===== src/pkg/clock_ctrl_defines.vh =====
`ifndef CLOCK_CTRL_DEFINES_VH
`define CLOCK_CTRL_DEFINES_VH

// register byte addresses
`define ADDR_CONTROL       4'h0
`define ADDR_STATUS        4'h4

// control register fields
`define CTL_SPREAD_LSB     0
`define CTL_SPREAD_MSB     3
`define CTL_STOPPABLE_LSB  4
`define CTL_STOPPABLE_MSB  5
`define CTL_CPU_OE_LSB     6
`define CTL_CPU_OE_MSB     7
`define CTL_VID_NSS_OE     8
`define CTL_VID_SS_OE      9
`define CTL_RESET          32'h0000_03F2

// axi responses
`define RESP_OKAY          2'h0
`define RESP_SLVERR        2'h2

// spread selection codes
`define SPR_DN_0P5         4'h2
`define SPR_DN_1P0         4'h3
`define SPR_DN_1P5         4'h4
`define SPR_DN_2P0         4'h5
`define SPR_DN_0P75        4'h6
`define SPR_DN_1P25        4'h7
`define SPR_DN_1P75        4'h8
`define SPR_CT_0P5         4'h9
`define SPR_CT_0P75        4'hA

// timing, in their own units
`define CLK_PERIOD_NS      40
`define LOCK_TIME_NS       1800000
`define DIFF_HIGH_TIME_NS  300000
`define PD_INIT_WINDOW_NS  10000

// counts of cpu edges: comp rises for stop, true rises for power down
`define STOP_SAMPLES       2'h2
`define PD_SAMPLES         2'h2

`endif


===== src/hdl/clock_stop_powerdown_control.v =====
`timescale 1ns/10ps
`include "clock_ctrl_defines.vh"
// Behaviour
// - codes 0,1,B..F give no video outputs
// - codes 2..8 give down spread video
// - codes 9,A give center spread video
// - stop halts only stoppable differential outputs
// - disabled output drives all legs low
// - stop after two comp rises, 2-6 periods
// - stopped pair parks true high, comp low
// - restart synchronously without runt or stretched pulse
// - restart within two cpu clock cycles
// - pin is power good first, then power down
// - sync power down, hold clocks low, then oscillators off
// - two low samples: outputs low at falling edge
// - power down: single-ended low or hi-z, differential low
// - stable clocks within 1.8 ms
// - differential outputs driven high within 300 us
// - after lock enable each output at its clock
// - power down release starts power up
module clock_stop_powerdown_control #(
	parameter CPU_HALF   = 2,
	parameter VID_HALF   = 3,
	parameter HOLD_CYC   = 8,
	parameter LOCK_CYC   = (`LOCK_TIME_NS / `CLK_PERIOD_NS),
	parameter NUM_CPU    = 2
) (
	input  wire                 aclk,
	input  wire                 aresetn,
	input  wire                 cpu_stop_n,
	input  wire                 power_good_down_n,
	input  wire                 strap_hiz,
	output wire [NUM_CPU-1:0]   cpu_clock_true,
	output wire [NUM_CPU-1:0]   cpu_clock_comp,
	output reg                  video_clock_nonspread,
	output reg                  video_clock_nonspread_oe,
	output reg                  video_clock_spread,
	output reg                  video_clock_spread_oe,
	output reg                  spread_center,
	output reg  [3:0]           spread_quarter_pct,
	output reg                  osc_enable,
	output reg                  vco_enable,
	input  wire [3:0]           s_axi_awaddr,
	input  wire                 s_axi_awvalid,
	output wire                 s_axi_awready,
	input  wire [31:0]          s_axi_wdata,
	input  wire [3:0]           s_axi_wstrb,
	input  wire                 s_axi_wvalid,
	output wire                 s_axi_wready,
	output reg  [1:0]           s_axi_bresp,
	output reg                  s_axi_bvalid,
	input  wire                 s_axi_bready,
	input  wire [3:0]           s_axi_araddr,
	input  wire                 s_axi_arvalid,
	output wire                 s_axi_arready,
	output reg  [31:0]          s_axi_rdata,
	output reg  [1:0]           s_axi_rresp,
	output reg                  s_axi_rvalid,
	input  wire                 s_axi_rready
);
	localparam ST_WAIT_PG = 3'h0;
	localparam ST_WAKE    = 3'h1;
	localparam ST_RUN     = 3'h2;
	localparam ST_DRAIN   = 3'h3;
	localparam ST_OFF     = 3'h4;
	localparam LOCK_CNT   = (LOCK_CYC < 1) ? 1 : LOCK_CYC;
	// 300 us bound on differential high: met at once on entering wake
	localparam DIFF_HIGH_CYC = `DIFF_HIGH_TIME_NS / `CLK_PERIOD_NS;

	// returns {valid, center, quarter percent}
	function [5:0] spread_lookup;
		input [3:0] code;
		begin
			case (code)
			`SPR_DN_0P5:  spread_lookup = {2'b10, 4'h2};
			`SPR_DN_1P0:  spread_lookup = {2'b10, 4'h4};
			`SPR_DN_1P5:  spread_lookup = {2'b10, 4'h6};
			`SPR_DN_2P0:  spread_lookup = {2'b10, 4'h8};
			`SPR_DN_0P75: spread_lookup = {2'b10, 4'h3};
			`SPR_DN_1P25: spread_lookup = {2'b10, 4'h5};
			`SPR_DN_1P75: spread_lookup = {2'b10, 4'h7};
			`SPR_CT_0P5:  spread_lookup = {2'b11, 4'h2};
			`SPR_CT_0P75: spread_lookup = {2'b11, 4'h3};
			default:      spread_lookup = 6'h00;
			endcase
		end
	endfunction

	reg  [31:0]        control_ff;
	reg  [2:0]         state_ff;
	reg  [2:0]         nxt_state;
	reg  [1:0]         stop_sync_ff;
	reg  [1:0]         pin_sync_ff;
	reg                strap_ff;
	reg                strap_taken_ff;
	reg  [15:0]        cpu_div_ff;
	reg                cpu_int_ff;
	reg  [15:0]        vid_div_ff;
	reg                vid_int_ff;
	reg  [1:0]         stop_cnt_ff;
	reg                stop_req_ff;
	reg  [1:0]         pd_cnt_ff;
	reg  [31:0]        wait_cnt_ff;
	reg                cpu_live_ff;
	reg                vid_live_ff;
	reg                aw_got_ff;
	reg                w_got_ff;
	reg  [3:0]         aw_addr_ff;
	reg  [31:0]        w_data_ff;
	reg  [3:0]         w_strb_ff;
	wire [NUM_CPU-1:0] parked;
	wire [5:0]         spread_now;
	wire               vid_ok;
	wire               cpu_rise;
	wire               cpu_fall;
	wire               vid_tick;
	wire               clocks_on;
	wire               wake_high;
	wire               pin_s;
	wire               stop_s;

	assign pin_s      = pin_sync_ff[1];
	assign stop_s     = stop_sync_ff[1];
	assign spread_now = spread_lookup(control_ff[`CTL_SPREAD_MSB:`CTL_SPREAD_LSB]);
	assign vid_ok     = spread_now[5];
	assign clocks_on  = (state_ff == ST_RUN) || (state_ff == ST_DRAIN);
	assign wake_high  = (state_ff == ST_WAKE);
	assign cpu_rise   = clocks_on && (cpu_div_ff == 16'h0000) && !cpu_int_ff;
	assign cpu_fall   = clocks_on && (cpu_div_ff == 16'h0000) && cpu_int_ff;
	assign vid_tick   = clocks_on && (vid_div_ff == 16'h0000);

	// asynchronous pins: two flops before any logic
	always @(posedge aclk) begin
		if (!aresetn) begin
			stop_sync_ff <= 2'h3;
			pin_sync_ff  <= 2'h0;
		end else begin
			stop_sync_ff <= {stop_sync_ff[0], cpu_stop_n};
			pin_sync_ff  <= {pin_sync_ff[0], power_good_down_n};
		end
	end

	// strap is caught on the first cycle after reset release
	always @(posedge aclk) begin
		if (!aresetn) begin
			strap_ff       <= 1'b0;
			strap_taken_ff <= 1'b0;
		end else if (!strap_taken_ff) begin
			strap_ff       <= strap_hiz;
			strap_taken_ff <= 1'b1;
		end
	end

	// clock dividers, stopped when oscillators are off
	always @(posedge aclk) begin
		if (!aresetn || !clocks_on) begin
			cpu_div_ff <= 16'h0000;
			cpu_int_ff <= 1'b0;
			vid_div_ff <= 16'h0000;
			vid_int_ff <= 1'b0;
		end else begin
			if (cpu_div_ff == 16'h0000) begin
				cpu_div_ff <= CPU_HALF[15:0] - 16'h0001;
				cpu_int_ff <= ~cpu_int_ff;
			end else begin
				cpu_div_ff <= cpu_div_ff - 16'h0001;
			end
			if (vid_tick) begin
				vid_div_ff <= VID_HALF[15:0] - 16'h0001;
				vid_int_ff <= ~vid_int_ff;
			end else begin
				vid_div_ff <= vid_div_ff - 16'h0001;
			end
		end
	end

	// stop request: two low samples at comp rising edges
	always @(posedge aclk) begin
		if (!aresetn) begin
			stop_cnt_ff <= 2'h0;
			stop_req_ff <= 1'b0;
		end else if (stop_s) begin
			stop_cnt_ff <= 2'h0;
			stop_req_ff <= 1'b0;
		end else if (cpu_fall && stop_cnt_ff != `STOP_SAMPLES) begin
			stop_cnt_ff <= stop_cnt_ff + 2'h1;
			stop_req_ff <= (stop_cnt_ff + 2'h1 == `STOP_SAMPLES);
		end
	end

	// power sequencing
	always @* begin
		nxt_state = state_ff;
		case (state_ff)
		ST_WAIT_PG: begin
			if (pin_s) nxt_state = ST_WAKE;
		end
		ST_WAKE: begin
			// an early power down still passes through the low hold before the oscillators stop
			if (!pin_s) nxt_state = ST_DRAIN;
			else if (wait_cnt_ff >= LOCK_CNT - 1) nxt_state = ST_RUN;
		end
		ST_RUN: begin
			if (cpu_rise && !pin_s && pd_cnt_ff == `PD_SAMPLES - 2'h1)
				nxt_state = ST_DRAIN;
		end
		ST_DRAIN: begin
			if (wait_cnt_ff >= HOLD_CYC - 1) nxt_state = ST_OFF;
		end
		ST_OFF: begin
			if (pin_s) nxt_state = ST_WAKE;
		end
		default: nxt_state = ST_WAIT_PG;
		endcase
	end

	always @(posedge aclk) begin
		if (!aresetn) begin
			state_ff    <= ST_WAIT_PG;
			wait_cnt_ff <= 32'h0000_0000;
			pd_cnt_ff   <= 2'h0;
			osc_enable  <= 1'b0;
			vco_enable  <= 1'b0;
		end else begin
			state_ff <= nxt_state;
			if (nxt_state != state_ff)
				wait_cnt_ff <= 32'h0000_0000;
			else
				wait_cnt_ff <= wait_cnt_ff + 32'h0000_0001;
			if (state_ff != ST_RUN || pin_s)
				pd_cnt_ff <= 2'h0;
			else if (cpu_rise)
				pd_cnt_ff <= pd_cnt_ff + 2'h1;
			// oscillators go off only after the hold period
			osc_enable <= (nxt_state != ST_OFF) && (nxt_state != ST_WAIT_PG);
			vco_enable <= (nxt_state != ST_OFF) && (nxt_state != ST_WAIT_PG);
		end
	end

	// each output joins or leaves only while its own clock is low
	always @(posedge aclk) begin
		if (!aresetn) begin
			cpu_live_ff <= 1'b0;
			vid_live_ff <= 1'b0;
		end else begin
			if (!cpu_int_ff)
				cpu_live_ff <= (state_ff == ST_RUN);
			if (!vid_int_ff)
				vid_live_ff <= (state_ff == ST_RUN);
		end
	end

	genvar gi;
	generate
		for (gi = 0; gi < NUM_CPU; gi = gi + 1) begin : g_cpu
			cpu_output_gate u_gate (
				.aclk      (aclk),
				.aresetn   (aresetn),
				.clk_int   (cpu_int_ff),
				.live      (cpu_live_ff),
				.stoppable (control_ff[`CTL_STOPPABLE_LSB + gi]),
				.oe        (control_ff[`CTL_CPU_OE_LSB + gi]),
				.stop_req  (stop_req_ff),
				.wake_high (wake_high),
				.true_ff   (cpu_clock_true[gi]),
				.comp_ff   (cpu_clock_comp[gi]),
				.parked_ff (parked[gi])
			);
		end
	endgenerate

	// video outputs; spread itself is shaped by the analog pll
	always @(posedge aclk) begin
		if (!aresetn) begin
			video_clock_nonspread    <= 1'b0;
			video_clock_spread       <= 1'b0;
			video_clock_nonspread_oe <= 1'b1;
			video_clock_spread_oe    <= 1'b1;
			spread_center            <= 1'b0;
			spread_quarter_pct       <= 4'h0;
		end else begin
			spread_center      <= spread_now[4];
			spread_quarter_pct <= spread_now[3:0];
			video_clock_nonspread <= vid_live_ff && vid_int_ff && vid_ok &&
				control_ff[`CTL_VID_NSS_OE];
			video_clock_spread    <= vid_live_ff && vid_int_ff && vid_ok &&
				control_ff[`CTL_VID_SS_OE];
			// strap floats single-ended pins instead of driving low
			video_clock_nonspread_oe <= !(strap_ff && (state_ff == ST_OFF));
			video_clock_spread_oe    <= !(strap_ff && (state_ff == ST_OFF));
		end
	end

	// axi4-lite slave: address and data taken in either order
	assign s_axi_awready = !aw_got_ff && !s_axi_bvalid;
	assign s_axi_wready  = !w_got_ff && !s_axi_bvalid;
	assign s_axi_arready = !s_axi_rvalid;

	always @(posedge aclk) begin
		if (!aresetn) begin
			aw_got_ff    <= 1'b0;
			w_got_ff     <= 1'b0;
			aw_addr_ff   <= 4'h0;
			w_data_ff    <= 32'h0000_0000;
			w_strb_ff    <= 4'h0;
			s_axi_bvalid <= 1'b0;
			s_axi_bresp  <= `RESP_OKAY;
			control_ff   <= `CTL_RESET;
		end else begin
			if (s_axi_awvalid && s_axi_awready) begin
				aw_got_ff  <= 1'b1;
				aw_addr_ff <= s_axi_awaddr;
			end
			if (s_axi_wvalid && s_axi_wready) begin
				w_got_ff  <= 1'b1;
				w_data_ff <= s_axi_wdata;
				w_strb_ff <= s_axi_wstrb;
			end
			if (aw_got_ff && w_got_ff) begin
				aw_got_ff    <= 1'b0;
				w_got_ff     <= 1'b0;
				s_axi_bvalid <= 1'b1;
				if (aw_addr_ff == `ADDR_CONTROL) begin
					s_axi_bresp <= `RESP_OKAY;
					if (w_strb_ff[0])
						control_ff[7:0] <= w_data_ff[7:0];
					if (w_strb_ff[1])
						control_ff[9:8] <= w_data_ff[9:8];
				end else if (aw_addr_ff == `ADDR_STATUS) begin
					s_axi_bresp <= `RESP_OKAY;
				end else begin
					s_axi_bresp <= `RESP_SLVERR;
				end
			end else if (s_axi_bvalid && s_axi_bready) begin
				s_axi_bvalid <= 1'b0;
			end
		end
	end

	always @(posedge aclk) begin
		if (!aresetn) begin
			s_axi_rvalid <= 1'b0;
			s_axi_rdata  <= 32'h0000_0000;
			s_axi_rresp  <= `RESP_OKAY;
		end else if (s_axi_arvalid && s_axi_arready) begin
			s_axi_rvalid <= 1'b1;
			s_axi_rresp  <= `RESP_OKAY;
			case (s_axi_araddr)
			`ADDR_CONTROL: s_axi_rdata <= {22'h0, control_ff[9:0]};
			`ADDR_STATUS:  s_axi_rdata <= {16'h0000, 2'h0, spread_now,
				stop_req_ff, strap_ff, parked, 1'b0, state_ff};
			default: begin
				s_axi_rdata <= 32'h0000_0000;
				s_axi_rresp <= `RESP_SLVERR;
			end
			endcase
		end else if (s_axi_rvalid && s_axi_rready) begin
			s_axi_rvalid <= 1'b0;
		end
	end
endmodule


===== src/hdl/cpu_output_gate.v =====
`timescale 1ns/10ps
// one differential cpu output pair: stop/park, restart, enables
module cpu_output_gate (
	input  wire aclk,
	input  wire aresetn,
	input  wire clk_int,
	input  wire live,
	input  wire stoppable,
	input  wire oe,
	input  wire stop_req,
	input  wire wake_high,
	output reg  true_ff,
	output reg  comp_ff,
	output reg  parked_ff
);
	reg nxt_parked;
	reg nxt_true;
	reg nxt_comp;

	always @* begin
		nxt_parked = parked_ff;
		if (!live || !stoppable) begin
			nxt_parked = 1'b0;
		end else if (stop_req && clk_int) begin
			// park only during the high phase so the last pulse is whole
			nxt_parked = 1'b1;
		end else if (!stop_req && clk_int) begin
			// resume while the running clock is high: no short pulse
			nxt_parked = 1'b0;
		end
		if (!oe) begin
			nxt_true = 1'b0;
			nxt_comp = 1'b0;
		end else if (wake_high) begin
			nxt_true = 1'b1;
			nxt_comp = 1'b0;
		end else if (!live) begin
			nxt_true = 1'b0;
			nxt_comp = 1'b0;
		end else if (nxt_parked) begin
			nxt_true = 1'b1;
			nxt_comp = 1'b0;
		end else begin
			nxt_true = clk_int;
			nxt_comp = ~clk_int;
		end
	end

	always @(posedge aclk) begin
		if (!aresetn) begin
			true_ff   <= 1'b0;
			comp_ff   <= 1'b0;
			parked_ff <= 1'b0;
		end else begin
			true_ff   <= nxt_true;
			comp_ff   <= nxt_comp;
			parked_ff <= nxt_parked;
		end
	end
endmodule


===== config.mk =====
export PLATFORM = sky130hd
export DESIGN_NAME = clock_stop_powerdown_control
export DESIGN_NICKNAME = d
export VERILOG_FILES = /design/src/hdl/clock_stop_powerdown_control.v /design/src/hdl/cpu_output_gate.v
export VERILOG_INCLUDE_DIRS = /design/src /design/src/pkg
export SDC_FILE = /design/constraint.sdc
export NUM_CORES = 1
export LEC_CHECK = 0
export BUFFER_PORTS_ARGS = -buffer_cell sky130_fd_sc_hd__buf_2
export CORE_ASPECT_RATIO = 0.9
export CORE_MARGIN = 2
export CORE_UTILIZATION = 44
export CTS_CLUSTER_DIAMETER = 60
export DETAILED_ROUTE_END_ITERATION = 16
export GPL_ROUTABILITY_DRIVEN = 0
export GPL_TIMING_DRIVEN = 0
export PLACE_DENSITY = 0.73
export SYNTH_ARGS = -nofsm -noshare
export SYNTH_HDL_FRONTEND = slang
export SYNTH_SLANG_ARGS = --single-unit

===== constraint.sdc =====
create_clock -name aclk -period 4.36 [get_ports aclk]
set_clock_uncertainty 0.05 [all_clocks]
set_input_delay 0.436 -clock aclk [delete_from_list [all_inputs] [get_ports aclk]]
set_output_delay 0.436 -clock aclk [all_outputs]
set_load 0.02 [all_outputs]

==> flow_summary.ini <==
[status]
status = complete, no violations

[power]
vdd_drop_max_v = 0.000275
power.share.switching_pct = 26.8
cellPowerDensity_nw_per_um2 = 501
p_sw_uw = 1020
combPwrFrac_pct = 18.5
p_leak_uw = 0.00331
p_seq_share_pct = 38.9
p_int_uw = 2800
power_frac_clock_pct = 42.6

[place]
dpl_cell_area_sq_um = 6960
hpwlAfterDp_um = 9130
portBuffers = 65

[critical_path]
path_max_fanout = 10
cp-startpoint = wait_cnt_ff[0]
worstSetupEndpointType = flip-flop
cp_data_required_time_ns = 4.62
critPathLaunchType = flip-flop
crit_type = reg -> reg
r2r-start = wait_cnt_ff[0]
cp.arrival_ns = 3.17

[synth]
ys_seq_elements = 149
synth_edf_count = 0
synth_common_cells = 149 x dfxtp_1, 95 x nor2_1, 75 x nand2_1
synth_flop_cell = dfxtp_1
async_flop_share_pct = 0
synth_most_common_cell = dfxtp_1
seq_area_frac_synth_pct = 47.2
synth_area_leaders = dfxtp_1 47%, nor2_1 5.6%, nand2_1 4.5%, mux2i_1 4.1%, xor2_1 4.0%
netlist.area_leader.share_pct = 47.2
syn-instance-count = 711
synth_cell_types = 52
postSynthAreaPerCell_sq_um = 8.89
netlist_area_sq_um = 6320
yosys_warnings = 0
synth_top_area_cell = dfxtp_1

[clock_tree]
cts_setup_buffers = 0
root_buffer = clkbuf_16
numCtsBuffers = 17
cts-root-to-sink-buffers = 2
clock-sinks = 149
cts_max_level = 4
clk_latency_ns = 0.42
hold_buffers = 0
cts_tree = built
clk_pin_slew_worst_paths_ns = 0.06
postCtsResizedCells = 0

[sta]
tns_ns = 0
hold_viol = 0
min_period_ns = 2.91
slew-limit-headroom_pct = 45.1
setup_viol = 0
holdWs_ns = 0.113
fmax_mhz = 343
rsz0062_at_grt = false
drv_slew = 0
final.period_utilization_pct = 66.8
worst_slew_pin_slew_ns = 0.816

[global_route]
grt_pass1_wl_um = 22000
grt_use_total_pct = 18.0
antenna_found_initial = 0
grt_pass1_vias = 4611
grt_max_degree = 17
overflow = 0

[floorplanning]
num_rows = 41
die_y_um = 118
die_x_um = 130
core_sq_um = 14000
ios = 110
start_util_pct = 45.1
die_area_sq_um = 15300

[hold_path]
min_from = aresetn
hold_path_class = in -> reg

[cells_and_area]
num_antenna_cells = 0
fillers = 1293
fin_area_sq_um = 7620
drive_gt1_share_pct = 16.9
syn2layout_area_growth_pct = 20.6
final_nets = 878

[detailed_routing]
num_vias = 4860
detail_route.drc_violations = 0
drtIter0Drc = 214
drt_pass1_iterations = 5
routed_wirelength_um = 13000
ant_nets = 0
via_per_inst = 4.76
wl_per_cell_um = 12.8

[run]
drv_cap = 0
[cells in the final DEF, fill, tap and decap left out, drive strengths merged, types with 2 or more instances in the layout]
master,n
a21boi,17
a21oi,26
a31oi,2
and2,15
and3,8
and4,2
buf,98
bufinv,5
clkbuf,41
clkinv,5
conb,20
dfxtp,149
ha,10
inv,20
mux2i,26
nand2,75
nand2b,8
nand3,26
nand4,6
nor2,95
nor2b,26
nor3,22
nor3b,4
nor4,16
nor4b,2
o211a,3
o21a,2
o21ai,7
o22ai,3
o31ai,3
or2,6
or3,5
or4,6
xnor2,28
xor2,29
[final timing paths]
kind / end / slack [ns] / cells past startpoint
max: wait_cnt_ff[13] / 1.45 / 9
min: strap_taken_ff / 0.11 / 1
max reg2reg: wait_cnt_ff[13] / 1.45 / 9
min reg2reg: stop_sync_ff[1] / 0.36 / 1
[layout make-up]
class	count	area (sq um)	area share (%)
tap	193	241	3.17
clock inverter	12	199	2.61
multi-input combinational	508	3030	39.7
clock buffer	20	467	6.12
sequential	149	2980	39.1
timing repair buffer	65	325	4.27
inverter	19	71.3	0.935
buffer	54	312	4.09
[kinds of logic (layout without fill, tap and decap cells)]
family | count (synthesis) | after routing | share of synthesized area, %
AO/OA/AOI/OAI | 69 | 69 | 7.07
XOR/XNOR | 57 | 57 | 7.90
adder cells (fa/ha/maj) | 10 | 10 | 1.98
buffers and inverters | 73 | 170 | 6.06
flip-flops | 149 | 149 | 47.2
multiplexers | 26 | 26 | 4.12
other | 1 | 20 | 0.0593
AND/OR/NAND/NOR | 326 | 326 | 25.6
[layer usage]
layer	global-route usage, %	share of wire, %
met1	25.5	51
met2	26.5	44
met3	5.50	3.7
met4	4.99	1.1
met5	0	0
[state kept, by name, summed over array words and instances (netlist names), 3 cells and up]
register / flops
wait_cnt_ff: 32
s_axi_rdata: 14
state_ff: 3
w_data_ff: 10
spread_quarter_pct: 4
control_ff: 10
aw_addr_ff: 4
cpu_div_ff: 16
vid_div_ff: 16
spread_now: 6
[per-stage QoR]
stage / total power (uW) / std cells / utilization [%] / setup slack [ns]
final: 3820 / 1020 / 54.4 / 1.45
after global routing: 4010 / 1020 / 54.4 / 1.28
after CTS: 3850 / 1020 / 54.4 / 1.45
after detailed placement: 2210 / 988 / 49.7 / 1.46
after global placement: 2200 / 988 / 49.7 / 1.48
after floorplan: 2070 / 730 / - / 1.86
[power groups by stage]
stage               Clock (uW)  Sequential [uW]  Combinational (uW)
floorplan                    0             1510                 563
global placement             0             1510                 693
detailed placement           0             1510                 701
CTS                       1650             1480                 711
global route              1710             1490                 800
finish                    1630             1480                 706
[worst max-delay path: stages, from the launching register on]
cell	delay (ns)
dfxtp_1	0.32
ha_1	0.25
a2111o_1	0.47
or4_1	0.53
nor2_1	0.13
a311o_1	0.23
a2111oi_0	0.08
o21ai_1	0.37
buf_2	0.30
nor2_1	0.08
No activity file was read; power rests on OpenSTA's default activity.
